## config.mk

```make
export PLATFORM = sky130hd
export DESIGN_NAME = dsac_ctrl
export DESIGN_NICKNAME = d
export VERILOG_FILES = /design/src/hdl/dsac_pkg.sv /design/src/hdl/dsac_decim.sv /design/src/hdl/dsac_result.sv /design/src/hdl/dsac_ctrl.sv
export VERILOG_INCLUDE_DIRS = /design/src /design/src/hdl
export SDC_FILE = /design/constraint.sdc
export NUM_CORES = 1
export LEC_CHECK = 0
export ABC_AREA = 1
export BUFFER_PORTS_ARGS = -buffer_cell sky130_fd_sc_hd__buf_2
export CAP_MARGIN = 20
export CORE_MARGIN = 4
export CORE_UTILIZATION = 42
export DETAILED_ROUTE_END_ITERATION = 6
export GPL_TIMING_DRIVEN = 0
export PLACE_DENSITY_LB_ADDON = 0.1
export SYNTH_ARGS = -nofsm -noshare
export SYNTH_HDL_FRONTEND = slang
export SYNTH_SLANG_ARGS = --single-unit
```

## constraint.sdc

```tcl
create_clock -name i_ref_clk -period 9.05 [get_ports i_ref_clk]
set_input_delay 2.715 -clock i_ref_clk [delete_from_list [all_inputs] [get_ports i_ref_clk]]
set_output_delay 2.715 -clock i_ref_clk [all_outputs]
set_load 0.05 [all_outputs]
```

## src/hdl/dsac_defines.svh

```systemverilog
// Constants for the delta-sigma conversion control block.
// Assumes inclusion by bare name from the design files.
`ifndef DSAC_DEFINES_SVH
`define DSAC_DEFINES_SVH
`define DSAC_MODE_W        2
`define DSAC_MODE_SINGLE   2'h0
`define DSAC_MODE_CONT     2'h1
`define DSAC_MODE_MULTI    2'h2
`define DSAC_MODE_TURBO    2'h3
`define DSAC_RES_W         5
`define DSAC_RES_MIN       5'h08
`define DSAC_RES_NOM       5'h10
`define DSAC_RES_MAX       5'h14
`define DSAC_RES_TURBO_LO  5'h11
`define DSAC_PIPE_DEPTH    4
`define DSAC_PRIME_CNT     3'h3
`define DSAC_DATA_W        20
`define DSAC_CNT_W         22
`define DSAC_TURBO_SAMPLES 3'h4
`endif

```

## src/hdl/dsac_pkg.sv

```systemverilog
// Types for the delta-sigma conversion control block.
// Assumes dsac_defines.svh is on the include path.
`default_nettype none
`include "dsac_defines.svh"
package dsac_pkg;
  typedef logic [`DSAC_MODE_W-1:0] dsac_mode_t;
  typedef logic [`DSAC_RES_W-1:0]  dsac_res_t;
  typedef logic [`DSAC_DATA_W-1:0] dsac_data_t;
  typedef enum logic [2:0] {
    DSAC_IDLE,
    DSAC_PRIME,
    DSAC_CONV,
    DSAC_HOLD
  } dsac_state_e;
endpackage
`default_nettype wire

```

## src/hdl/dsac_decim.sv

```systemverilog
// Pipelined decimator: integrates the modulator bit over one conversion
// period and sums the last four period values into one result.
// Assumes period_done from the sequencer marks each period end.
`default_nettype none
`include "dsac_defines.svh"
module dsac_decim
  import dsac_pkg::*;
(
  // Clock and reset
  input  wire logic                   i_ref_clk,
  input  wire logic                   i_sys_rst,
  // Control
  input  wire logic                   i_clear,
  input  wire logic                   i_bit_en,
  input  wire logic                   i_mod_bit,
  input  wire logic                   i_period_done,
  input  wire dsac_res_t              i_res,
  // Result
  output logic [`DSAC_DATA_W-1:0]     o_result
);
  logic [`DSAC_CNT_W-1:0] acc_q;
  logic [`DSAC_CNT_W-1:0] stage_q [`DSAC_PIPE_DEPTH];
  logic [`DSAC_CNT_W+1:0] sum;

  always_ff @(posedge i_ref_clk or posedge i_sys_rst) begin
    if (i_sys_rst) begin
      acc_q <= '0;
    end else if (i_clear || i_period_done) begin
      acc_q <= '0;
    end else if (i_bit_en && i_mod_bit) begin
      acc_q <= acc_q + 1'b1;
    end
  end

  // Four-deep history of period sums
  genvar g;
  generate
    for (g = 0; g < `DSAC_PIPE_DEPTH; g++) begin : g_stage
      always_ff @(posedge i_ref_clk or posedge i_sys_rst) begin
        if (i_sys_rst) begin
          stage_q[g] <= '0;
        end else if (i_clear) begin
          stage_q[g] <= '0;
        end else if (i_period_done) begin
          stage_q[g] <= (g == 0) ? acc_q : stage_q[(g == 0) ? 0 : g - 1];
        end
      end
    end
  endgenerate

  always_comb begin
    sum = {2'b00, stage_q[0]} + {2'b00, stage_q[1]} + {2'b00, stage_q[2]}
        + {2'b00, stage_q[3]};
  end

  // Result scaled to the configured resolution by dropping low bits
  always_comb begin
    o_result = sum[`DSAC_CNT_W+1 -: `DSAC_DATA_W] >> (`DSAC_RES_MAX - i_res);
  end
endmodule
`default_nettype wire

```

## src/hdl/dsac_result.sv

```systemverilog
// Result holding register with end-of-conversion flag.
// Assumes the reader acknowledges with a one-cycle read pulse.
`default_nettype none
`include "dsac_defines.svh"
module dsac_result
  import dsac_pkg::*;
(
  // Clock and reset
  input  wire logic               i_ref_clk,
  input  wire logic               i_sys_rst,
  // Capture and read
  input  wire logic               i_load,
  input  wire dsac_data_t         i_data,
  input  wire logic               i_read,
  // Outputs
  output dsac_data_t              o_data,
  output logic                    o_eoc
);
  always_ff @(posedge i_ref_clk or posedge i_sys_rst) begin
    if (i_sys_rst) begin
      o_data <= '0;
    end else if (i_load) begin
      o_data <= i_data;
    end
  end

  // A new result in the read cycle keeps the flag set
  always_ff @(posedge i_ref_clk or posedge i_sys_rst) begin
    if (i_sys_rst) begin
      o_eoc <= 1'b0;
    end else if (i_load) begin
      o_eoc <= 1'b1;
    end else if (i_read) begin
      o_eoc <= 1'b0;
    end
  end
endmodule
`default_nettype wire

```

## src/hdl/dsac_ctrl.sv

```systemverilog
// Conversion sequencer for a delta-sigma converter: modes, priming,
// start handling and result hand-off.
// Assumes modulator bit and start input are synchronous to i_ref_clk.
//
// Behaviour
// - Decimator output combines the four most recent period samples.
// - After input select change, results invalid until fourth sample completes.
// - Any mode starts on the start bit or the start input.
// - Completion sets status and raises end-of-conversion until result read.
// - Single mode idles in standby until a start event.
// - Single mode runs four conversions per start; three only prime.
// - Single mode signals a result only after the fourth conversion.
// - Single mode returns to standby once the result is read.
// - Continuous mode gives its first result after three priming periods.
// - Continuous mode then yields one result per period without new starts.
// - Multi mode resets the converter between samples.
// - Multi mode reprimes the decimator before every sample.
// - Multi mode launches the next sample automatically after completion.
// - Turbo mode at 8 to 16 bits behaves as multi mode.
// - Turbo mode at 17 to 20 bits resets only at conversion end.
// - Resolution up to 20 bits, nominal 16; more bits lengthen the period.
`default_nettype none
`include "dsac_defines.svh"
module dsac_ctrl
  import dsac_pkg::*;
(
  // Clock and reset
  input  wire logic         i_ref_clk,
  input  wire logic         i_sys_rst,
  // Configuration
  input  wire dsac_mode_t   i_mode,
  input  wire dsac_res_t    i_res,
  input  wire logic         i_enable,
  // Start sources
  input  wire logic         i_start_bit,
  input  wire logic         i_soc,
  // Modulator and input selection
  input  wire logic         i_mod_bit,
  input  wire logic         i_mux_change,
  // Result read
  input  wire logic         i_result_read,
  // Outputs
  output dsac_data_t        o_result,
  output logic              o_eoc,
  output logic              o_status_done,
  output logic              o_busy,
  output logic              o_data_valid,
  output logic              o_mod_reset
);
  dsac_state_e             state_q;
  dsac_mode_t              mode_q;
  dsac_res_t               res_q;
  logic [`DSAC_CNT_W-1:0]  per_cnt_q;
  logic [`DSAC_CNT_W-1:0]  per_len;
  logic [2:0]              prime_q;
  logic [2:0]              valid_cnt_q;
  logic [2:0]              turbo_q;
  logic                    soc_q;
  logic                    start_evt;
  logic                    period_done;
  logic                    clear_dec;
  logic                    load;
  logic                    turbo_long;
  dsac_data_t              dec_result;
  dsac_data_t              res_data;
  logic                    res_eoc;

  // Edge of the start input so a held level counts once
  always_ff @(posedge i_ref_clk or posedge i_sys_rst) begin
    if (i_sys_rst) begin
      soc_q <= 1'b0;
    end else begin
      soc_q <= i_soc;
    end
  end

  always_comb begin
    start_evt = i_enable && (i_start_bit || (i_soc && !soc_q));
  end

  // Period length doubles per extra bit: 2^res clock cycles
  always_comb begin
    per_len = `DSAC_CNT_W'(1) << res_q;
  end

  always_comb begin
    period_done = (state_q != DSAC_IDLE) && (state_q != DSAC_HOLD)
               && (per_cnt_q == per_len - 1'b1);
    turbo_long  = (mode_q == `DSAC_MODE_TURBO) && (res_q >= `DSAC_RES_TURBO_LO);
  end

  always_ff @(posedge i_ref_clk or posedge i_sys_rst) begin
    if (i_sys_rst) begin
      per_cnt_q <= '0;
    end else if (state_q == DSAC_IDLE || state_q == DSAC_HOLD || period_done) begin
      per_cnt_q <= '0;
    end else begin
      per_cnt_q <= per_cnt_q + 1'b1;
    end
  end

  // Settings latched at start, held for the whole sequence
  always_ff @(posedge i_ref_clk or posedge i_sys_rst) begin
    if (i_sys_rst) begin
      mode_q <= `DSAC_MODE_SINGLE;
      res_q  <= `DSAC_RES_NOM;
    end else if (state_q == DSAC_IDLE && start_evt) begin
      mode_q <= i_mode;
      if (i_res < `DSAC_RES_MIN) begin
        res_q <= `DSAC_RES_MIN;
      end else if (i_res > `DSAC_RES_MAX) begin
        res_q <= `DSAC_RES_MAX;
      end else begin
        res_q <= i_res;
      end
    end
  end

  // Sequencer
  always_ff @(posedge i_ref_clk or posedge i_sys_rst) begin
    if (i_sys_rst) begin
      state_q <= DSAC_IDLE;
      prime_q <= '0;
      turbo_q <= '0;
    end else if (!i_enable) begin
      state_q <= DSAC_IDLE;
      prime_q <= '0;
      turbo_q <= '0;
    end else begin
      unique case (state_q)
        DSAC_IDLE: begin
          if (start_evt) begin
            state_q <= DSAC_PRIME;
            prime_q <= '0;
            turbo_q <= '0;
          end
        end
        DSAC_PRIME: begin
          // Three priming periods before the result period
          if (period_done) begin
            prime_q <= prime_q + 1'b1;
            if (prime_q == `DSAC_PRIME_CNT - 1'b1) begin
              state_q <= DSAC_CONV;
            end
          end
        end
        DSAC_CONV: begin
          if (period_done) begin
            unique case (mode_q)
              `DSAC_MODE_SINGLE: state_q <= DSAC_HOLD;
              `DSAC_MODE_CONT:   state_q <= DSAC_CONV;
              `DSAC_MODE_MULTI: begin
                state_q <= DSAC_PRIME;
                prime_q <= '0;
              end
              `DSAC_MODE_TURBO: begin
                if (turbo_long) begin
                  // Keep the pipeline full; reset only after the run
                  turbo_q <= turbo_q + 1'b1;
                  if (turbo_q == `DSAC_TURBO_SAMPLES - 1'b1) begin
                    state_q <= DSAC_PRIME;
                    prime_q <= '0;
                    turbo_q <= '0;
                  end
                end else begin
                  state_q <= DSAC_PRIME;
                  prime_q <= '0;
                end
              end
            endcase
          end
        end
        DSAC_HOLD: begin
          if (i_result_read || !res_eoc) begin
            state_q <= DSAC_IDLE;
          end
        end
        default: state_q <= DSAC_IDLE;
      endcase
    end
  end

  always_comb begin
    // The fourth completed period since a clear is the first valid one
    // A select change in the same cycle withholds the stale result
    load      = (state_q == DSAC_CONV) && period_done && (valid_cnt_q >= 3'h3)
             && !i_mux_change;
    clear_dec = (state_q == DSAC_IDLE)
             || ((state_q == DSAC_PRIME) && (prime_q == '0) && (per_cnt_q == '0));
  end

  // Count completed samples since a mux change or a clear
  always_ff @(posedge i_ref_clk or posedge i_sys_rst) begin
    if (i_sys_rst) begin
      valid_cnt_q <= '0;
    end else if (i_mux_change || clear_dec) begin
      valid_cnt_q <= '0;
    end else if (period_done && valid_cnt_q != 3'h4) begin
      valid_cnt_q <= valid_cnt_q + 1'b1;
    end
  end

  dsac_decim u_decim (
    .i_ref_clk     (i_ref_clk),
    .i_sys_rst     (i_sys_rst),
    .i_clear       (clear_dec),
    .i_bit_en      (state_q == DSAC_PRIME || state_q == DSAC_CONV),
    .i_mod_bit     (i_mod_bit),
    .i_period_done (period_done),
    .i_res         (res_q),
    .o_result      (dec_result)
  );

  dsac_result u_result (
    .i_ref_clk (i_ref_clk),
    .i_sys_rst (i_sys_rst),
    .i_load    (load),
    .i_data    (dec_result),
    .i_read    (i_result_read),
    .o_data    (res_data),
    .o_eoc     (res_eoc)
  );

  // Output registers; status mirrors the flag for polling
  always_ff @(posedge i_ref_clk or posedge i_sys_rst) begin
    if (i_sys_rst) begin
      o_result      <= '0;
      o_eoc         <= 1'b0;
      o_status_done <= 1'b0;
      o_busy        <= 1'b0;
      o_data_valid  <= 1'b0;
      o_mod_reset   <= 1'b1;
    end else begin
      o_result      <= load ? dec_result : res_data;
      o_eoc         <= load || (res_eoc && !i_result_read);
      o_status_done <= load || (res_eoc && !i_result_read);
      o_busy        <= (state_q != DSAC_IDLE);
      // Valid rises with the first flagged result, not a cycle after it
      o_data_valid  <= ((valid_cnt_q == 3'h4) || (period_done && valid_cnt_q == 3'h3))
                    && !i_mux_change;
      o_mod_reset   <= clear_dec;
    end
  end
endmodule
`default_nettype wire

```

==> flow_metrics.py, run 1 <==
metrics = {
    "setup_path": {
        "slowest_stage": "nor4_1",
        "cpPeakStageDelay_ns": 0.50,
        "worst_ep_required_time_ns": 9.37,
        "cp-start-kind": "flip-flop",
        "critPathBufInv": 1,
        "crit_type": "reg -> reg",
        "cp-end-kind": "flip-flop",
        "path_common_cell": "nand2_1",
        "crit_arrival_ns": 5.81,
        "critPathMaxFanout": 5,
        "path_delay_family": "simple AND/OR/NAND/NOR gates",
    },
    "clock_network": {
        "htreeDepth": 4,
        "cts_buffer_depth": 2,
        "post_cts_buffers": 0,
        "cts_tree": "yes",
        "clk_pin_slew_ns": 0.06,
        "clockRootBuffer": "clkbuf_16",
        "ctsResizeCount": 0,
        "cts_sinks": 176,
        "clock_latency_ns": 0.44,
        "cts_buffers": 17,
        "hold_buffers": 0,
    },
    "logic_synthesis": {
        "synth_top_area_share_pct": 33.7,
        "synthTopCellsByArea": "dfrtp_1 (34%), nand2_1 (12%), nand3_1 (9.3%), inv_1 (7.0%), ha_1 (6.4%)",
        "async_flop_share_pct": 100,
        "syn_nets": 1923,
        "synth_area_per_cell_um2": 7.10,
        "yosysTopAreaCell": "dfrtp_1",
        "yosysMostFrequentCell": "nand2_1",
        "ys_warn_count": 0,
        "syn-cell-area_um2": 12900,
        "synthFlopType": "dfrtp_1",
        "synth_cell_types": 49,
        "ys_ff_latch": 176,
        "synth.cells.most_frequent": "nand2_1 (427), inv_1 (240), nand3_1 (240)",
        "synthCells": 1820,
        "synth_seq_area_share_pct": 34.1,
        "synth_edf_count": 0,
    },
    "die": {
        "core.rowCount": 63,
        "design.core.area_um2": 30000,
        "die-area_um2": 33600,
        "fp.dieW_um": 183,
        "initial_core_util_pct": 43.0,
        "die_y_um": 183,
        "io_pins": 40,
    },
    "placed_design": {
        "dpl.hpwl_mm": 28.2,
        "place_area_um2": 13600,
        "gp_congestion": 0.918,
        "portBuffers": 39,
    },
    "timing": {
        "slew_viol_final": 0,
        "rsz0062_at_grt": "false",
        "worst_pin_slew_ns": 1.03,
        "skew_ns": 0.0133,
        "setup_viol": 0,
        "hold_viol_final": 0,
        "slew_headroom_pct": 30.7,
        "max_freq_ghz": 0.182,
        "fin_crit_sh_pct": 60.6,
        "period_minus_slack_ns": 5.49,
        "worst_hold_slack_ns": 0.470,
    },
    "detailed_routing": {
        "antenna_left": 0,
        "post_drt_wl_per_cell_um": 15.5,
        "first_iter_violations": 809,
        "via_count": 11700,
        "first_pass_iters": 6,
        "routed_wl_mm": 35.3,
        "routed_via_density": 5.13,
        "drc_errors": 0,
    },
    "finish": {
        "fin_util_pct": 47.3,
        "fin_area_um2": 14200,
        "drive_gt1_share_pct": 6.56,
        "fin_nets": 1982,
        "diodes": 0,
        "syn_to_final_growth_pct": 9.98,
    },
    "power": {
        "powerDensity_nw_per_um2": 248,
        "p_leak_nw": 7.12,
        "ir_drop_mv": 0.139,
    },
    "global_routing": {
        "grt_pass1_vias": 11500,
        "antenna_found_initial": 0,
        "grt_first_pass_wirelength_mm": 59.0,
        "grt_max_degree": 122,
        "grt-ovfl-total": 0,
        "grt_util_all_layers_pct": 21.6,
    },
    "flow_run": {
        "maxCapViolations": 0,
    },
    "outcome": {
        "status": "finished clean",
    },
    "worst_hold_path": {
        "hp-class": "reg -> reg",
    },
}
registers in the layout, summed over array words and instances, names as in the netlist, 2 cells and up:
| signal | flops |
|---|---|
| mode_q | 2 |
| o_result | 20 |
| per_cnt_q | 22 |
| prime_q | 3 |
| res_q | 5 |
| state_q | 2 |
| turbo_q | 3 |
| u_decim.acc_q | 22 |
| u_decim.stage_q | 88 |
| valid_cnt_q | 3 |
cell usage in the layout (no fill, tap or decap), drive strengths merged, types with 5 or more instances in the layout:
master and count:
o21ai 123, a21oi 112, nand3b 7, o21bai 14, nor4 14, nor3b 8
xnor2 21, inv 252, nor3 22, fa 22, buf 62, clkbuf 53
ha 66, nor2 154, nand2 436, nand4 28, dfrtp 174, clkinv 6
a31oi 5, xor2 39, nand3 241
worst min-delay path, stage by stage, from the launching register on:
cell and delay, ns:
dfrtp_1 0.34, nand2_1 0.05, nand2_1 0.05
metrics by stage:
stage	setup WS [ns]	setup TNS (ns)	total power, W	std cells
detailed placement	3.59	0	0.00278	2250
CTS	3.57	0	0.00353	2279
floorplan	1.56	0	0.00224	1820
global placement	-0.727	-121.72	0.00277	2249
global route	3.05	0	0.00380	2279
finish	3.56	0	0.00352	2279
worst paths after layout:
path,from,endpoint,slack [ns],depth (start not counted)
max reg2reg,u_decim.stage_q[46],o_result[3],3.56,28
max,u_decim.stage_q[46],o_result[3],3.56,28
min reg2reg,o_result[2],o_result[2],0.47,2
min,o_result[2],o_result[2],0.47,2
max in group asynchronous,i_sys_rst,u_decim.stage_q[1],5.84,3
min in group asynchronous,i_sys_rst,state_q[0],2.28,2
cell type report:
type                       count  area (um2)
clock inverter                 9         125
buffer                        55         245
inverter                     252         956
timing repair buffer          40         223
tap                          390         488
clock buffer                  20         447
sequential                   176        4410
fill                        3066       15800
multi-input combinational   1337        7330
where the power goes:
group          internal [W]  total [W]  switching [W]
Sequential         0.000828   0.000865      0.0000370
Combinational      0.000520    0.00191        0.00139
Clock              0.000417   0.000747       0.000331
routing by layer:
metal  routed length [um]  vias to the layer above  track usage, %
met5                    0                        -               0
met4                  638                        0            5.72
met3                 1210                       34            2.89
met2                15500                      192            33.9
met1                18000                     5399            31.4
li1                     -                     6068               -
kinds of logic (layout without fill, tap and decap cells):
family,count (synthesis),in the layout,share of synthesized area [%]
compound gates,272,272,11.3
xor+xnor,61,61,4.24
fa+ha+maj,88,88,9.80
buf+inv,307,376,9.23
flops,176,176,34.1
simple gates,916,916,31.3
Power figures use the tool's default switching activity.
==> run 2: changes to the inputs <==
Clock period 9.05 ns to 5.55 ns, I/O delays scaled along.
==> run 2 against run 1 <==
  * Sequential share of layout area down 0.12 points
  * Critical path depth up 1
  * Largest cell class unchanged
  * Register-to-register slack worse by 3.1 ns
  * Highest routed layer unchanged
  * Global-route usage down 0.46 points
  * Setup slack worse by 3.1 ns
  * Clock power up 57%
==> flow_metrics.py, run 2 (synthesis gave the netlist of run 1 again) <==
metrics = {
    "global_routing": {
        "grt-ovfl-total": 0,
        "grt_pass1_vias": 11300,
        "grt_first_pass_wirelength_mm": 57.8,
        "antenna_found_initial": 0,
        "grt_util_all_layers_pct": 21.1,
        "grt_max_degree": 42,
    },
    "outcome": {
        "status": "finished clean",
    },
    "clock_network": {
        "cts_buffer_depth": 2,
        "htreeDepth": 4,
        "clock_latency_ns": 0.44,
        "cts_tree": "yes",
        "cts_buffers": 17,
        "clockRootBuffer": "clkbuf_16",
        "cts_sinks": 176,
        "clk_pin_slew_ns": 0.07,
        "hold_buffers": 0,
    },
    "worst_hold_path": {
        "hp-class": "reg -> reg",
        "worstHoldStart": "o_result[8]",
    },
    "finish": {
        "reg_top3": "u_decim.stage_q (88), per_cnt_q (22), u_decim.acc_q (22)",
        "drive_gt1_share_pct": 7.12,
        "stdcell_count": 2286,
        "final_cell_mix": "nand2_1 (427), nand3_1 (240), inv_1 (239)",
        "syn_to_final_growth_pct": 10.4,
        "largest_register_ff_count": 88,
        "fin_nets": 1986,
        "top_register": "u_decim.stage_q",
        "final_common_cell": "nand2_1",
    },
    "timing": {
        "worst_pin_slew_ns": 0.944,
        "fin_crit_sh_pct": 91.5,
        "rsz0062_at_grt": "false",
        "tns_ns": 0,
        "period_minus_slack_ns": 5.08,
        "max_freq_ghz": 0.197,
        "hold_viol_final": 0,
        "setup_viol": 0,
        "slew_headroom_pct": 36.6,
        "timing.final.ws_setup_ns": 0.474,
        "skew_ns": 0.0125,
        "slew_viol_final": 0,
    },
    "setup_path": {
        "cp-start-kind": "flip-flop",
        "r2r-end": "o_result[0]",
        "crit_arrival_ns": 5.45,
        "cp-endpoint": "o_result[0]",
        "path_common_cell": "nand2_1",
        "r2r_slack_ns": 0.47,
        "critPathMaxFanout": 5,
        "slowest_stage": "fa_1",
        "reg2reg_from": "u_decim.stage_q[46]",
        "worst_ep_required_time_ns": 5.92,
        "crit_type": "reg -> reg",
        "worstRegToRegCells": 29,
        "cpPeakStageDelay_ns": 0.49,
        "startpoint": "u_decim.stage_q[46]",
        "cp-end-kind": "flip-flop",
    },
    "placed_design": {
        "gp_congestion": 0.907,
        "dpl.hpwl_mm": 28.4,
        "placedCellCount": 2253,
        "portBuffers": 39,
        "dp_slack_ns": 0.0760,
    },
    "die": {
        "die-area_um2": 33600,
        "die_y_um": 183,
        "io_pins": 40,
        "core.rowCount": 63,
        "design.core.area_um2": 30000,
        "initial_core_util_pct": 43.0,
        "fp.dieW_um": 183,
    },
    "detailed_routing": {
        "routed_via_density": 5.18,
        "antenna_left": 0,
        "via_count": 11800,
        "first_pass_iters": 6,
        "drc_errors": 0,
        "post_drt_wl_per_cell_um": 15.4,
        "routed_wl_mm": 35.3,
        "first_iter_violations": 781,
    },
    "power": {
        "powerDensity_nw_per_um2": 399,
        "p_leak_nw": 7.13,
        "ir_drop_mv": 0.263,
    },
    "flow_run": {
        "maxCapViolations": 0,
    },
}
run 2: layout make-up:
type / instances / area [um2]
inverters: 252 / 952
flip-flops and latches: 176 / 4410
multi-input cells: 1337 / 7340
plain buffers: 55 / 245
well taps: 390 / 488
clock buffers: 17 / 425
clock inverters: 14 / 129
fillers: 3059 / 15800
repair buffers: 44 / 283
diodes: 1 / 2.50
run 2: routing by layer:
metal  wire length [um]  global-route usage, %  vias to the layer above
li1                   -                      -                     6084
met1              17700                   30.8                     5500
met2              15700                   33.6                      217
met3               1220                   2.33                       41
met4                673                   5.51                        0
met5                  0                      0                        -
run 2: worst min-delay path by stage:
| stage | to | cells after the start |
|---|---|---|
| 2_1_floorplan | turbo_q[1] | 2 |
| 3_3_place_gp | o_result[8] | 2 |
| 3_5_place_dp | o_result[16] | 2 |
| 4_1_cts | o_result[19] | 2 |
| 5_1_grt | o_result[9] | 2 |
| 6_report | o_result[8] | 2 |
run 2: what timing repair did:
| item | in CTS | in global routing |
|---|---|---|
| endpoints found under the setup margin | 0 | 20 |
| setup buffers | 0 | 1 |
| resized for setup | 0 | 7 |
run 2: power by group:
| part | switching, W | internal [W] |
|---|---|---|
| clock network | 0.000584 | 0.000590 |
| logic | 0.00225 | 0.000851 |
| registers | 0.0000652 | 0.00135 |
| total | 0.00290 | 0.00279 |
run 2: metrics by stage:
stage | hold slack [ns] | area, um2 | utilization [%] | power [W]
after detailed placement | 0.465 | 13700 | 45.6 | 0.00451
after global placement | 0.461 | 13600 | 45.3 | 0.00451
final | 0.478 | 14300 | 47.5 | 0.00569
after floorplan | 0.446 | 12900 | - | 0.00365
after global routing | 0.512 | 14300 | 47.5 | 0.00611
after CTS | 0.482 | 14200 | 47.4 | 0.00570
run 2: worst max-delay path: cells and delay by family, from the launching register on:
family / cells / cell delay (ns)
XOR/XNOR: 1 / 0.16
AND/OR/NAND/NOR: 16 / 1.90
adder cells (fa/ha/maj): 3 / 1.22
flip-flops: 1 / 0.42
AO/OA/AOI/OAI: 7 / 1.17
buffers and inverters: 2 / 0.14
